File: src/verilog/mchk_regs.vh
// constants for the machine check interruption logic
// What this block does
// - corrected single-bit storage sets bits 17 and 2
// - corrected storage address goes to 248-251
// - region code: bit, intermittent, cs address, threshold
// - validity bits 24 and 25 mark stored fields
// - timer damage needs mask 13 and external mask
// - clock invalid raises timing damage, bit 4
// - later clock reads report invalid condition code
// - faulty timer feature read interrupts but sets no damage bit
// - uncorrectable instruction error sets bit 1
// - double-bit address to 248-251 or 252-253
// - uncorrected flag; control storage in region byte
// - key failure sets bit 18, block address
// - backed-up bit 14 only if state intact
// - extended logout on first and eighth retry
// - system damage bit 0 for unclassified errors
// - full mode interrupts all but intermittent single-bit fixes
// - check-stop control bit kept in control register 14 but never read by the stop logic
// - check-stop halts at once without logout
// - nested exigent check becomes check-stop
// - reset: reports off, quiet and threshold modes
// - system reset clears status word mask 13
// - reset: check-stop, external, logouts on, cr15=512
`ifndef MCHK_REGS_VH
`define MCHK_REGS_VH
// register port offsets
`define A_CR14      4'h0
`define A_CR15      4'h1
`define A_MASK      4'h2
`define A_CODE_HI   4'h3
`define A_CODE_LO   4'h4
`define A_FADDR     4'h5
`define A_CSADDR    4'h6
`define A_REGION    4'h7
`define A_STATUS    4'h8
`define A_DONE      4'h9
// code bit numbers, bit 0 is the most significant of 64
`define B_SD        0
`define B_PD        1
`define B_SR        2
`define B_TD        3
`define B_CD        4
`define B_BACKED    14
`define B_SE        16
`define B_SC        17
`define B_KE        18
`define B_V_FADDR   24
`define B_V_REGION  25
// control register 14 fields
`define CR14_CHECKSTOP  0
`define CR14_RECOVERY   1
`define CR14_EXTDAMAGE  2
`define CR14_CPU_XLOG   3
`define CR14_IO_XLOG    4
`define CR14_PS_FULL    5
`define CR14_CS_MODE0   6
`define CR14_CS_MODE1   7
`define CR14_RESET      8'h5D
`define CR15_RESET      32'h00000200
// control storage modes
`define CS_QUIET        2'h0
`define CS_THRESH       2'h1
`define CS_FULL         2'h2
`define RETRY_FIRST     4'h1
`define RETRY_EIGHTH    4'h8
`endif

File: src/verilog/retry_counter.v
// counts unsuccessful retries and marks extended logout attempts
`timescale 1ns/10ps
`include "mchk_regs.vh"
module retry_counter (
   // clock and reset
   input  wire       clk,
   input  wire       rst_n,
   // retry events
   input  wire       clear,
   input  wire       fail,
   // result
   output reg        logout
);
   reg [3:0] cnt_q;
   wire [3:0] cnt_d = (cnt_q == 4'hF) ? cnt_q : cnt_q + 4'h1;

   always @(posedge clk or negedge rst_n) begin
      if (!rst_n) begin
         cnt_q  <= 4'h0;
         logout <= 1'b0;
      end else begin
         logout <= 1'b0;
         if (clear) begin
            cnt_q <= 4'h0;
         end else if (fail) begin
            cnt_q  <= cnt_d;
            logout <= (cnt_d == `RETRY_FIRST) ||
                      (cnt_d == `RETRY_EIGHTH);
         end
      end
   end
endmodule

File: src/verilog/mchk_logic.v
// machine check classification, masking, code and check-stop
//
// Design decisions made here: the placing of the registers and the strobed register port.
`timescale 1ns/10ps
`include "mchk_regs.vh"
module mchk_logic (
   // clock and reset
   input  wire        clk,
   input  wire        rst_n,
   // register port
   input  wire [3:0]  addr,
   input  wire [31:0] wdata,
   input  wire        wr,
   input  wire        rd,
   output reg  [31:0] rdata,
   // status word mask and load
   input  wire        sys_reset,
   input  wire        ipl_psw_load,
   input  wire        ipl_psw_mask,
   // error events, one-cycle pulses
   input  wire        ps_single_fix,
   input  wire        cs_single_fix,
   input  wire        intermittent,
   input  wire [7:0]  fixed_bit,
   input  wire        cs_threshold_hit,
   input  wire [31:0] ps_err_addr,
   input  wire [15:0] cs_err_addr,
   input  wire        retry_ok,
   input  wire        timer_damage,
   input  wire        tod_invalid,
   input  wire        timer_read,
   input  wire        timer_feature_err,
   input  wire        ps_double,
   input  wire        cs_double,
   input  wire        key_fail,
   input  wire        cpu_retry_fail,
   input  wire        cpu_unretryable,
   input  wire        state_intact,
   input  wire        irreparable,
   input  wire        unknown_err,
   input  wire        clock_read,
   // results
   output reg         mchk_int,
   output reg         ext_logout,
   output reg         check_stop,
   output reg  [1:0]  clock_cc
);
   reg [7:0]  cr14_q;
   reg [31:0] cr15_q;
   reg        mask13_q;
   reg [63:0] code_q;
   reg [31:0] faddr_q;
   reg [15:0] csaddr_q;
   reg [31:0] region_q;
   reg        exigent_busy_q;
   reg        clock_bad_q;
   wire       logout_pulse;

   wire ext_en   = mask13_q & cr14_q[`CR14_EXTDAMAGE];
   wire rec_en   = cr14_q[`CR14_RECOVERY];
   wire ps_full  = cr14_q[`CR14_PS_FULL];
   wire [1:0] cs_mode = cr14_q[`CR14_CS_MODE1:`CR14_CS_MODE0];

   // repressible and exigent classes, each gated by its own masks
   wire ps_rep = ps_single_fix & rec_en &
                 ps_full & ~intermittent;
   wire cs_rep = cs_single_fix & rec_en &
                 ((cs_mode == `CS_FULL & ~intermittent) |
                  (cs_mode == `CS_THRESH & cs_threshold_hit));
   wire sr_rep = retry_ok & rec_en;
   wire timd   = timer_damage & ext_en;
   wire tfd    = (tod_invalid |
                 (timer_read & timer_feature_err)) & ext_en;
   wire pd_ev  = (ps_double | cs_double | key_fail |
                  cpu_retry_fail | cpu_unretryable) & mask13_q;
   wire sd_ev  = (irreparable | unknown_err) & mask13_q;
   wire exig   = pd_ev | sd_ev;
   wire any_ev = ps_rep | cs_rep | sr_rep | timd | tfd | exig;

   retry_counter u_retry (
      .clk    (clk),
      .rst_n  (rst_n),
      .clear  (retry_ok),
      .fail   (cpu_retry_fail & cr14_q[`CR14_CPU_XLOG]),
      .logout (logout_pulse)
   );

   // code bit n sits at vector position 63-n
   always @(posedge clk or negedge rst_n) begin
      if (!rst_n) begin
         cr14_q         <= `CR14_RESET;
         cr15_q         <= `CR15_RESET;
         mask13_q       <= 1'b0;
         code_q         <= 64'h0;
         faddr_q        <= 32'h0;
         csaddr_q       <= 16'h0;
         region_q       <= 32'h0;
         exigent_busy_q <= 1'b0;
         clock_bad_q    <= 1'b0;
         check_stop     <= 1'b0;
         mchk_int       <= 1'b0;
         ext_logout     <= 1'b0;
         rdata          <= 32'h0;
         clock_cc       <= 2'h0;
      end else if (check_stop) begin
         // hardware halt: only the retry counter moves, nothing is logged
         mchk_int   <= 1'b0;
         ext_logout <= 1'b0;
         rdata      <= 32'h0;
      end else begin
         mchk_int   <= any_ev & ~(exig & exigent_busy_q);
         ext_logout <= logout_pulse;
         rdata      <= 32'h0;
         if (sys_reset) begin
            cr14_q   <= `CR14_RESET;
            cr15_q   <= `CR15_RESET;
            mask13_q <= 1'b0;
         end else if (ipl_psw_load) begin
            mask13_q <= ipl_psw_mask;
         end
         if (tod_invalid) begin
            clock_bad_q <= 1'b1;
         end
         if (clock_read) begin
            clock_cc <= (clock_bad_q | tod_invalid) ? 2'h2 : 2'h0;
         end
         if (exig & exigent_busy_q) begin
            check_stop <= 1'b1;
         end else if (any_ev) begin
            exigent_busy_q <= exig;
            code_q         <= 64'h0;
            region_q       <= 32'h0;
            code_q[63-`B_SD] <= sd_ev;
            code_q[63-`B_PD] <= pd_ev & ~sd_ev;
            code_q[63-`B_SR] <= ps_rep | cs_rep | sr_rep;
            code_q[63-`B_TD] <= timd;
            code_q[63-`B_CD] <= tfd & tod_invalid;
            code_q[63-`B_BACKED] <= pd_ev & cpu_retry_fail &
                                    state_intact;
            code_q[63-`B_SE] <= pd_ev & ps_double;
            code_q[63-`B_SC] <= ps_rep;
            code_q[63-`B_KE] <= pd_ev & key_fail;
            code_q[63-`B_V_FADDR] <= ps_rep |
                                     (pd_ev & (ps_double | key_fail)) |
                                     cs_rep |
                                     (pd_ev & cs_double);
            code_q[63-`B_V_REGION] <= ps_rep | cs_rep |
                                      (pd_ev & cs_double);
            if (ps_rep | (pd_ev & (ps_double | key_fail))) begin
               faddr_q <= ps_err_addr;
            end
            if (cs_rep | (pd_ev & cs_double)) begin
               csaddr_q <= cs_err_addr;
            end
            // region: byte0 bit, byte1 flags, byte2-3 control storage
            region_q <= {fixed_bit,
                         5'h00, cs_threshold_hit & cs_rep,
                         intermittent, cs_rep,
                         cs_rep ? cs_err_addr[7:0] : 8'h00,
                         7'h00, pd_ev & cs_double};
         end
         if (wr) begin
            case (addr)
               `A_CR14: cr14_q <= wdata[7:0];
               `A_CR15: cr15_q <= wdata;
               `A_MASK: mask13_q <= wdata[0];
               // a new exigent event in the same cycle keeps busy set
               `A_DONE: if (!exig) exigent_busy_q <= 1'b0;
               default: ;
            endcase
         end
         if (rd) begin
            case (addr)
               `A_CR14:    rdata <= {24'h0, cr14_q};
               `A_CR15:    rdata <= cr15_q;
               `A_MASK:    rdata <= {31'h0, mask13_q};
               `A_CODE_HI: rdata <= code_q[63:32];
               `A_CODE_LO: rdata <= code_q[31:0];
               `A_FADDR:   rdata <= faddr_q;
               `A_CSADDR:  rdata <= {16'h0, csaddr_q};
               `A_REGION:  rdata <= region_q;
               `A_STATUS:  rdata <= {29'h0, clock_bad_q,
                                     exigent_busy_q, check_stop};
               default:    rdata <= 32'h0;
            endcase
         end
      end
   end
endmodule

File: config.mk
export PLATFORM = sky130hd
export DESIGN_NAME = mchk_logic
export DESIGN_NICKNAME = d
export VERILOG_FILES = /design/src/verilog/retry_counter.v /design/src/verilog/mchk_logic.v
export VERILOG_INCLUDE_DIRS = /design/src /design/src/verilog
export SDC_FILE = /design/constraint.sdc
export NUM_CORES = 1
export LEC_CHECK = 0
export BUFFER_PORTS_ARGS = -buffer_cell sky130_fd_sc_hd__buf_4
export CAP_MARGIN = 25
export CELL_PAD_IN_SITES_DETAIL_PLACEMENT = 1
export CELL_PAD_IN_SITES_GLOBAL_PLACEMENT = 2
export CORE_MARGIN = 2
export CORE_UTILIZATION = 38
export CTS_BUF_LIST = sky130_fd_sc_hd__clkbuf_16
export DETAILED_ROUTE_END_ITERATION = 6
export PLACE_DENSITY_LB_ADDON = 0.25
export SLEW_MARGIN = 20
export SYNTH_ARGS = -nofsm -noshare
export SYNTH_HDL_FRONTEND = slang
export SYNTH_HIERARCHICAL = 1
export SYNTH_SLANG_ARGS = --single-unit
export TNS_END_PERCENT = 10
File: constraint.sdc
create_clock -name clk -period 5.7 [get_ports clk]
set_clock_uncertainty 0.2 [all_clocks]
set_input_delay 0.285 -clock clk [delete_from_list [all_inputs] [get_ports clk]]
set_output_delay 0.285 -clock clk [all_outputs]
set_load 0.05 [all_outputs]
==> impl_metrics.yaml, run 1 <==
floorplanning:
  ios: 154
  die_w_um: 139
  dieArea_um2: 19300
  core_um2: 17900
  rows: 49
  die_h_um: 139
  start_util: 0.386
placement:
  placed_area_um2: 8240
  place.detailed.hpwl_um: 14000
  routabilityCongestion: 0.811
  portBuffers: 152
power_and_ir_drop:
  leakage_nw: 4.50
  power.density_nw_per_um2: 245
  irDropWorstVdd_uv: 216
  power_mw: 2.39
synthesis:
  yosys-top-cells-count: "157 x dfrtp_1, 80 x nand2_1, 52 x mux2_2"
  syn_inst: 594
  synth.most_common_cell: "dfrtp_1"
  synthArstFlopShare: 1.00
  ys_seq_area_frac: 0.591
  ys_types: 53
  syn_area_per_cell_um2: 11.6
  synth_edf_count: 0
  yosys.area.top_type: "dfrtp_1"
  synth_area_um2: 6920
  ys.flop_type: "dfrtp_1"
  ys_top_cells_by_area: "dfrtp_1 57%, mux2_2 8.5%, a22oi_1 5.4%, nand2_1 4.3%, o21ai_0 3.0%"
  yosys_warnings: 6
  synth-seq-cells: 163
  syn_nets: 712
  synth_top_area_share: 0.568
worst_setup_path:
  crit_fanout: 18
  r2r_end: "region_q[26]"
  r2r.worst_path.cells: 5
  worstPathRequired_ns: 5.81
  crit_path_start: "cs_threshold_hit"
  reg2reg_from: "cr14_q[6]"
  worstSetupEndpointType: "flop"
  crit_arrival_ns: 3.39
  worstSetupStartpointType: "input port"
  path_class: "in2reg"
  reg2reg_setup_slack_ns: 2.55
detailed_routing:
  vias: 5756
  avgRoutedWirePerCell_um: 20.9
  finalWirelength_um: 22500
  ant_nets: 0
  dr.pass1.iters: 4
  drt_iter0_drc: 333
  drc_errors: 0
  via_per_inst: 5.35
global_routing:
  antenna_found_initial: 2
  track_usage: 0.241
  grt_pass1_vias: 6373
  overflow: 0
  grt_start_max_net_pins: 99
  grt_pass1_wl_um: 36100
clocking:
  cts_max_path_buffers: 2
  cts-root-buf: "clkbuf_16"
  cts_tree: "built"
  htreeDepth: 4
  post_cts_buffers: 0
  cts_inserted_buffers: 17
  insertion_delay_ns: 0.43
  numClockSinks: 163
  clk_transition_reported_paths_ns: 0.06
finish:
  design_area_um2: 9740
  final_nets: 950
  fill_cells: 1889
  drive_gt1_frac: 0.314
  multiInputGateArea_um2: 2610
  regArea_um2: 4090
  syn2layout_area_growth_pct: 40.7
  final_util: 0.544
sta:
  rsz0062_at_grt: "false"
  setup_viol: 0
  finalMaxSlewViolations: 0
  fmaxAchievable_mhz: 305
  slew_headroom: 0.353
  hold_viol: 0
  final.period_utilization: 0.576
  tightest_slew_ns: 0.968
  fin_tns_setup_ns: 0
  period_needed_ns: 3.28
hold_path:
  min_from: "irreparable"
  hold_depth: 3
  hold_class: "in2reg"
  holdPathEnd: "code_q[63]"
flow_run:
  maxCapViolations: 0
status:
  status: "finished clean"
==> report_power, final <==
part	total [mW]	switching, mW	internal, mW
Sequential	1.18	0.00780	1.17
Clock	1.01	0.468	0.544
Combinational	0.200	0.0865	0.114
Total	2.39	0.562	1.83
==> cells in the final DEF, fill, tap and decap left out, drive strengths merged, types with 2 or more instances in the layout <==
master	n
mux2	61
a31oi	12
nand2b	4
nand3	8
a21oi	29
and3	4
clkbuf	18
nor3b	4
a211oi	5
nand2	80
clkinvlp	2
a22oi	50
mux2i	4
nor3	6
o2bb2ai	2
inv	16
a21o	5
nand4	2
a32oi	2
o211a	2
nor2	23
o21ai	41
dfrtp	157
a22o	11
dfstp	6
buf	161
nor4b	4
a222oi	2
nor2b	5
diode	2
dlygate4sd3	97
clkinv	7
==> worst max path at each step <==
| stage | cells past startpoint | slack, ns | end |
|---|---|---|---|
| 5_1_grt | 7 | 2.23 | region_q[28] |
| 3_3_place_gp | 6 | 2.66 | region_q[27] |
| 4_1_cts | 7 | 2.43 | region_q[26] |
| 2_1_floorplan | 8 | 3.29 | region_q[24] |
| 3_5_place_dp | 6 | 2.55 | region_q[26] |
| 6_report | 7 | 2.42 | region_q[26] |
==> cell type report <==
type / instances / share of cell area
Multi-Input combinational cell: 381 / 0.268
Timing Repair Buffer: 259 / 0.226
Sequential cell: 163 / 0.420
Tap cell: 229 / 0.0294
Clock buffer: 17 / 0.0437
Antenna cell: 2 / 0.000514
Inverter: 10 / 0.00437
Clock inverter: 15 / 0.00797
==> stage by stage <==
stage	setup slack, ns	instances	hold WS, ns
final	2.42	1076	0.0173
after global routing	2.23	1076	0.0214
after CTS	2.43	1073	0.0235
after detailed placement	2.55	944	0.253
after global placement	2.66	943	0.243
after floorplan	3.29	594	-0.211
==> critical path, stage by stage <==
cell and delay [ns]:
dlygate4sd3_1 0.54, buf_4 0.15, and3b_1 0.17, o211ai_1 0.62, a311o_1 0.85, clkinv_4 0.37
mux2_4 0.38
==> what timing repair did <==
action,in CTS,in global routing
gates resized for setup,0,0
setup endpoints to repair,0,0
hold buffers,97,0
endpoints found under the hold margin,208,0
==> logic make-up (layout without fill, tap and decap cells) <==
| group | Yosys count | after routing | share of synthesized area |
|---|---|---|---|
| mux | 65 | 65 | 0.109 |
| fa+ha+maj | 1 | 1 | 0.00181 |
| other cells | 1 | 3 | 0.000542 |
| simple gates | 149 | 149 | 0.101 |
| buf+inv | 50 | 301 | 0.0369 |
| compound gates | 165 | 165 | 0.160 |
| flops | 163 | 163 | 0.591 |
==> state kept, by name (all words and copies together) (netlist names) <==
register        count
cr15_q             32
faddr_q            32
rdata              32
region_q           20
csaddr_q           16
code_q             11
cr14_q              8
u_retry/cnt_q       4
check_stop          1
clock_bad_q         1
clock_cc            1
exigent_busy_q      1
ext_logout          1
mask13_q            1
mchk_int            1
u_retry/logout      1
==> per-layer routing <==
metal,global-route usage,share of wire,vias to the layer above
met2,0.403,0.50,164
met4,0.0760,0.019,0
met5,0,0,-
met3,0.0425,0.041,33
met1,0.321,0.44,2940
li1,-,-,2619
No activity file was read; power rests on OpenSTA's default activity.
==> run 2: changes to the inputs <==
Settings changed: CORE_UTILIZATION 38 to 35.
Clock period 5.7 ns to 3.4 ns, I/O delays scaled along.
==> run 2 against run 1 <==
  * Cell area rose by 2.0%
  * Worst hold slack improved by 0.0021 ns
  * Non-clock buffer count rose by 15
  * Critical path depth did not move
  * Routed wire length barely moved
  * Worst setup slack got worse by 1.9 ns
  * Combinational power rose by 72%
  * Clock power rose by 70%
  * Final cell count rose by 4.6%
  * First-iteration DRC count fell by 29%
  * Critical path type unchanged
  * Largest cell class unchanged
  * Highest routed layer unchanged
==> impl_metrics.yaml, run 2 (same netlist as run 1, synthesis figures left out) <==
placement:
  placed_area_um2: 8370
  pre_cts_ws_ns: 0.299
  portBuffers: 152
  routabilityCongestion: 0.855
  place.detailed.hpwl_um: 14700
  numPlacedInstances: 989
detailed_routing:
  via_per_inst: 5.17
  finalWirelength_um: 22500
  vias: 5813
  drc_errors: 0
  drt_iter0_drc: 238
  dr.pass1.iters: 4
  ant_nets: 0
  avgRoutedWirePerCell_um: 20.0
clocking:
  htreeDepth: 4
  clk_transition_reported_paths_ns: 0.06
  cts_tree: "built"
  numClockSinks: 163
  post_cts_buffers: 0
  cts_max_path_buffers: 2
  insertion_delay_ns: 0.41
  cts-root-buf: "clkbuf_16"
  cts_inserted_buffers: 17
sta:
  fmaxAchievable_mhz: 351
  tightest_slew_ns: 0.863
  hold_viol: 0
  fin_tns_setup_ns: 0
  period_needed_ns: 2.85
  slew_headroom: 0.422
  holdWs_ns: 0.0194
  setup_viol: 0
  worst_slack_ns: 0.550
  final.period_utilization: 0.838
  rsz0062_at_grt: "false"
  finalMaxSlewViolations: 0
worst_setup_path:
  crit_fanout: 18
  worstSetupStartpointType: "input port"
  cpMaxStageDelayCell: "a311o_2"
  crit_chain: "dlygate4sd3_1 -> buf_4 -> or4_4 -> o211a_1 -> a311o_2 -> clkinv_4 -> mux2_2"
  path_buf_inv: 3
  cpLargestDelayFamily: "compound AO/OA/AOI/OAI gates"
  worstPathRequired_ns: 3.49
  crit_arrival_ns: 2.95
  slowest_delay_ns: 0.59
  path_class: "in2reg"
  reg2reg_setup_slack_ns: 0.91
  worstSetupEndpointType: "flop"
finish:
  final_common_cell: "buf_4"
  fill_cells: 2104
  syn2layout_area_growth_pct: 43.6
  drive_gt1_frac: 0.322
  design_area_um2: 9930
  n_antenna_cell: 0
  layoutNonFillerInstCount: 1125
  final_nets: 965
  reg.largest.list: "cr15_q: 32 flops, faddr_q: 32 flops, rdata: 32 flops"
  final_cell_mix: "167 x buf_4, 157 x dfrtp_1, 104 x dlygate4sd3_1"
  final_util: 0.512
power_and_ir_drop:
  irDropWorstVdd_uv: 358
  power.density_nw_per_um2: 406
  leakage_nw: 4.56
  power_mw: 4.03
floorplanning:
  ios: 154
  rows: 51
  core_um2: 19400
  die_h_um: 145
  die_w_um: 145
  dieArea_um2: 20900
  start_util: 0.357
global_routing:
  grt_pass1_wl_um: 34900
  antenna_found_initial: 0
  grt_pass1_vias: 6384
  grt_start_max_net_pins: 74
  overflow: 0
  track_usage: 0.221
flow_run:
  maxCapViolations: 0
status:
  status: "finished clean"
hold_path:
  hold_class: "in2reg"
run 2: changes by cell type in the layout (fill, tap and decap cells not counted), sizes merged:
cell,change
buf,+9
clkbuf,-1
dlygate4sd3,+7
clkinv,+4
diode,-2
clkinvlp,+1
inv,-5
run 2: worst paths after layout:
path	from	end	cells after the start
max in group asynchronous	rst_n	rdata[25]	3
hold reg to reg	u_retry/logout	ext_logout	1
setup reg to reg	mask13_q	code_q[38]	5
min in group asynchronous	rst_n	faddr_q[28]	2
hold / removal	state_intact	code_q[49]	3
setup / recovery	unknown_err	code_q[38]	7
run 2: tightest hold or removal path, stage by stage:
cell    delay (ns)
buf_4         0.08
and3_1        0.19
mux2_2        0.15
run 2: layer usage:
| metal | GRT usage | part of all wire | wire length (um) | vias up |
|---|---|---|---|---|
| met5 | 0 | 0 | 0 | - |
| met4 | 0.0583 | 0.011 | 242 | 0 |
| met3 | 0.0417 | 0.040 | 897 | 21 |
| met2 | 0.383 | 0.49 | 11100 | 151 |
| met1 | 0.286 | 0.45 | 10200 | 2992 |
| li1 | - | - | - | 2649 |
run 2: final cells by class:
cell class | instances | area, um^2 | share of cell area
flip-flops and latches | 163 | 4090 | 0.411
inverters | 10 | 42.5 | 0.00428
repair buffers | 274 | 2350 | 0.236
clock buffers | 17 | 425 | 0.0428
clock inverters | 15 | 95.1 | 0.00957
multi-input cells | 381 | 2610 | 0.262
well taps | 265 | 332 | 0.0334
run 2: timing repair:
item,4_1_cts,5_1_grt
hold buffers,104,0
hold endpoints to repair,190,0
gates resized for setup,0,1
setup endpoints to repair,0,1
run 2: power by group:
group,internal [mW],switching (mW)
registers,1.96,0.0122
logic,0.198,0.146
clock network,0.924,0.793
==> run 3: changes to the inputs <==
Clock period 3.4 ns to 2.95 ns, I/O delays scaled along.
==> run 3 against run 2 <==
  * Utilization grew 0.59 points
  * Power grew 21%
  * Flip-flop and latch count is the same
  * Die area is the same
  * Worst setup slack lost 0.23 ns
  * Highest routed layer unchanged
==> impl_metrics.yaml, run 3 (same netlist as run 1, synthesis figures left out) <==
status:
  status: "finished clean"
detailed_routing:
  via_per_inst: 5.10
  avgRoutedWirePerCell_um: 20.2
  finalWirelength_um: 22900
  drt_iter0_drc: 253
  drc_errors: 0
  dr.pass1.iters: 7
  vias: 5769
  ant_nets: 0
finish:
  drive_gt1_frac: 0.320
  final_nets: 971
  syn2layout_area_growth_pct: 45.2
  final_common_cell: "buf_4"
  final_cell_mix: "169 x buf_4, 157 x dfrtp_1, 108 x dlygate4sd3_1"
  layoutNonFillerInstCount: 1132
  reg.largest.list: "cr15_q: 32 flops, faddr_q: 32 flops, rdata: 32 flops"
  design_area_um2: 10000
worst_setup_path:
  crit_chain: "dlygate4sd3_1 -> buf_4 -> or4_4 -> o211a_1 -> a211oi_4 -> buf_4 -> mux2_2"
  path_class: "in2reg"
  cpMostUsedCell: "buf_4"
  crit_arrival_ns: 2.73
  worstSetupStartpointType: "input port"
  worstPathRequired_ns: 3.06
  cpMaxStageDelayCell: "dlygate4sd3_1"
  worstSetupEndpointType: "flop"
  crit_fanout: 24
  slowest_delay_ns: 0.56
power_and_ir_drop:
  leakage_nw: 4.64
  irDropWorstVdd_uv: 399
  power.density_nw_per_um2: 487
sta:
  finalMaxSlewViolations: 0
  slew_headroom: 0.486
  fin_tns_setup_ns: 0
  hold_viol: 0
  rsz0062_at_grt: "false"
  setup_viol: 0
  holdWs_ns: 0.0728
  final.period_utilization: 0.891
  fmaxAchievable_mhz: 380
  tightest_slew_ns: 0.771
  period_needed_ns: 2.63
global_routing:
  grt_start_max_net_pins: 80
  antenna_found_initial: 1
  grt_pass1_vias: 6380
  track_usage: 0.228
  grt_pass1_wl_um: 35500
  overflow: 0
floorplanning:
  rows: 51
  die_w_um: 145
  ios: 154
  die_h_um: 145
  start_util: 0.357
  dieArea_um2: 20900
  core_um2: 19400
placement:
  place.detailed.hpwl_um: 14400
  placed_area_um2: 8380
  routabilityCongestion: 0.806
  portBuffers: 152
  numPlacedInstances: 991
flow_run:
  maxCapViolations: 0
clocking:
  cts_max_path_buffers: 2
  cts_resized: 0
  numClockSinks: 163
  cts_inserted_buffers: 17
  post_cts_buffers: 0
  htreeDepth: 4
  cts-root-buf: "clkbuf_16"
  cts_tree: "built"
  insertion_delay_ns: 0.43
  clk_transition_reported_paths_ns: 0.07
  cts_hold_buffers: 108
hold_path:
  hold_class: "in2reg"
run 3: area by class of cell:
| type | instances | area [um^2] |
|---|---|---|
| Fill cell | 2091 | 9350 |
| Sequential cell | 163 | 4090 |
| Multi-Input combinational cell | 381 | 2600 |
| Timing Repair Buffer | 280 | 2400 |
| Clock buffer | 17 | 425 |
| Tap cell | 265 | 332 |
| Clock inverter | 15 | 153 |
| Inverter | 10 | 42.5 |
| Antenna cell | 1 | 2.50 |
run 3: stage by stage:
stage               utilization  setup WS (ns)  power [mW]
CTS                       0.518          0.333        4.93
detailed placement        0.432          0.461        2.60
finish                    0.518          0.322        4.89
global route              0.518          0.251        5.08
floorplan                     -          0.677        2.38
global placement          0.432          0.512        2.59
run 3: worst paths after layout:
check                                    start           to  slack, ns  cells past startpoint
max in group asynchronous                rst_n    cr15_q[9]       1.58                      3
worst max register to register       cr14_q[1]   code_q[39]       0.59                      5
worst min-delay path                   addr[0]     mask13_q       0.07                      4
worst min register to register  u_retry/logout   ext_logout       0.28                      1
min in group asynchronous                rst_n    rdata[27]       0.14                      2
worst max-delay path            cpu_retry_fail  faddr_q[23]       0.32                      7
run 3: worst max-delay path, delay by kind of cell:
kind            cells  cell delay, ns
buf+inv             3            1.12
simple gates        1            0.49
compound gates      2            0.57
mux                 1            0.40
run 3: power by group:
part,internal (mW),leakage [nW],switching (mW),total [mW]
clock,1.31,0.297,0.904,2.22
sequential,2.26,2.22,0.0135,2.27
combinational,0.233,2.12,0.171,0.404
run 3: layer usage:
layer	vias up	GRT usage	wire [um]
li1	2649	-	-
met1	2936	0.296	10200
met2	152	0.392	11600
met3	32	0.0391	732
met4	0	0.0654	333
met5	-	0	0
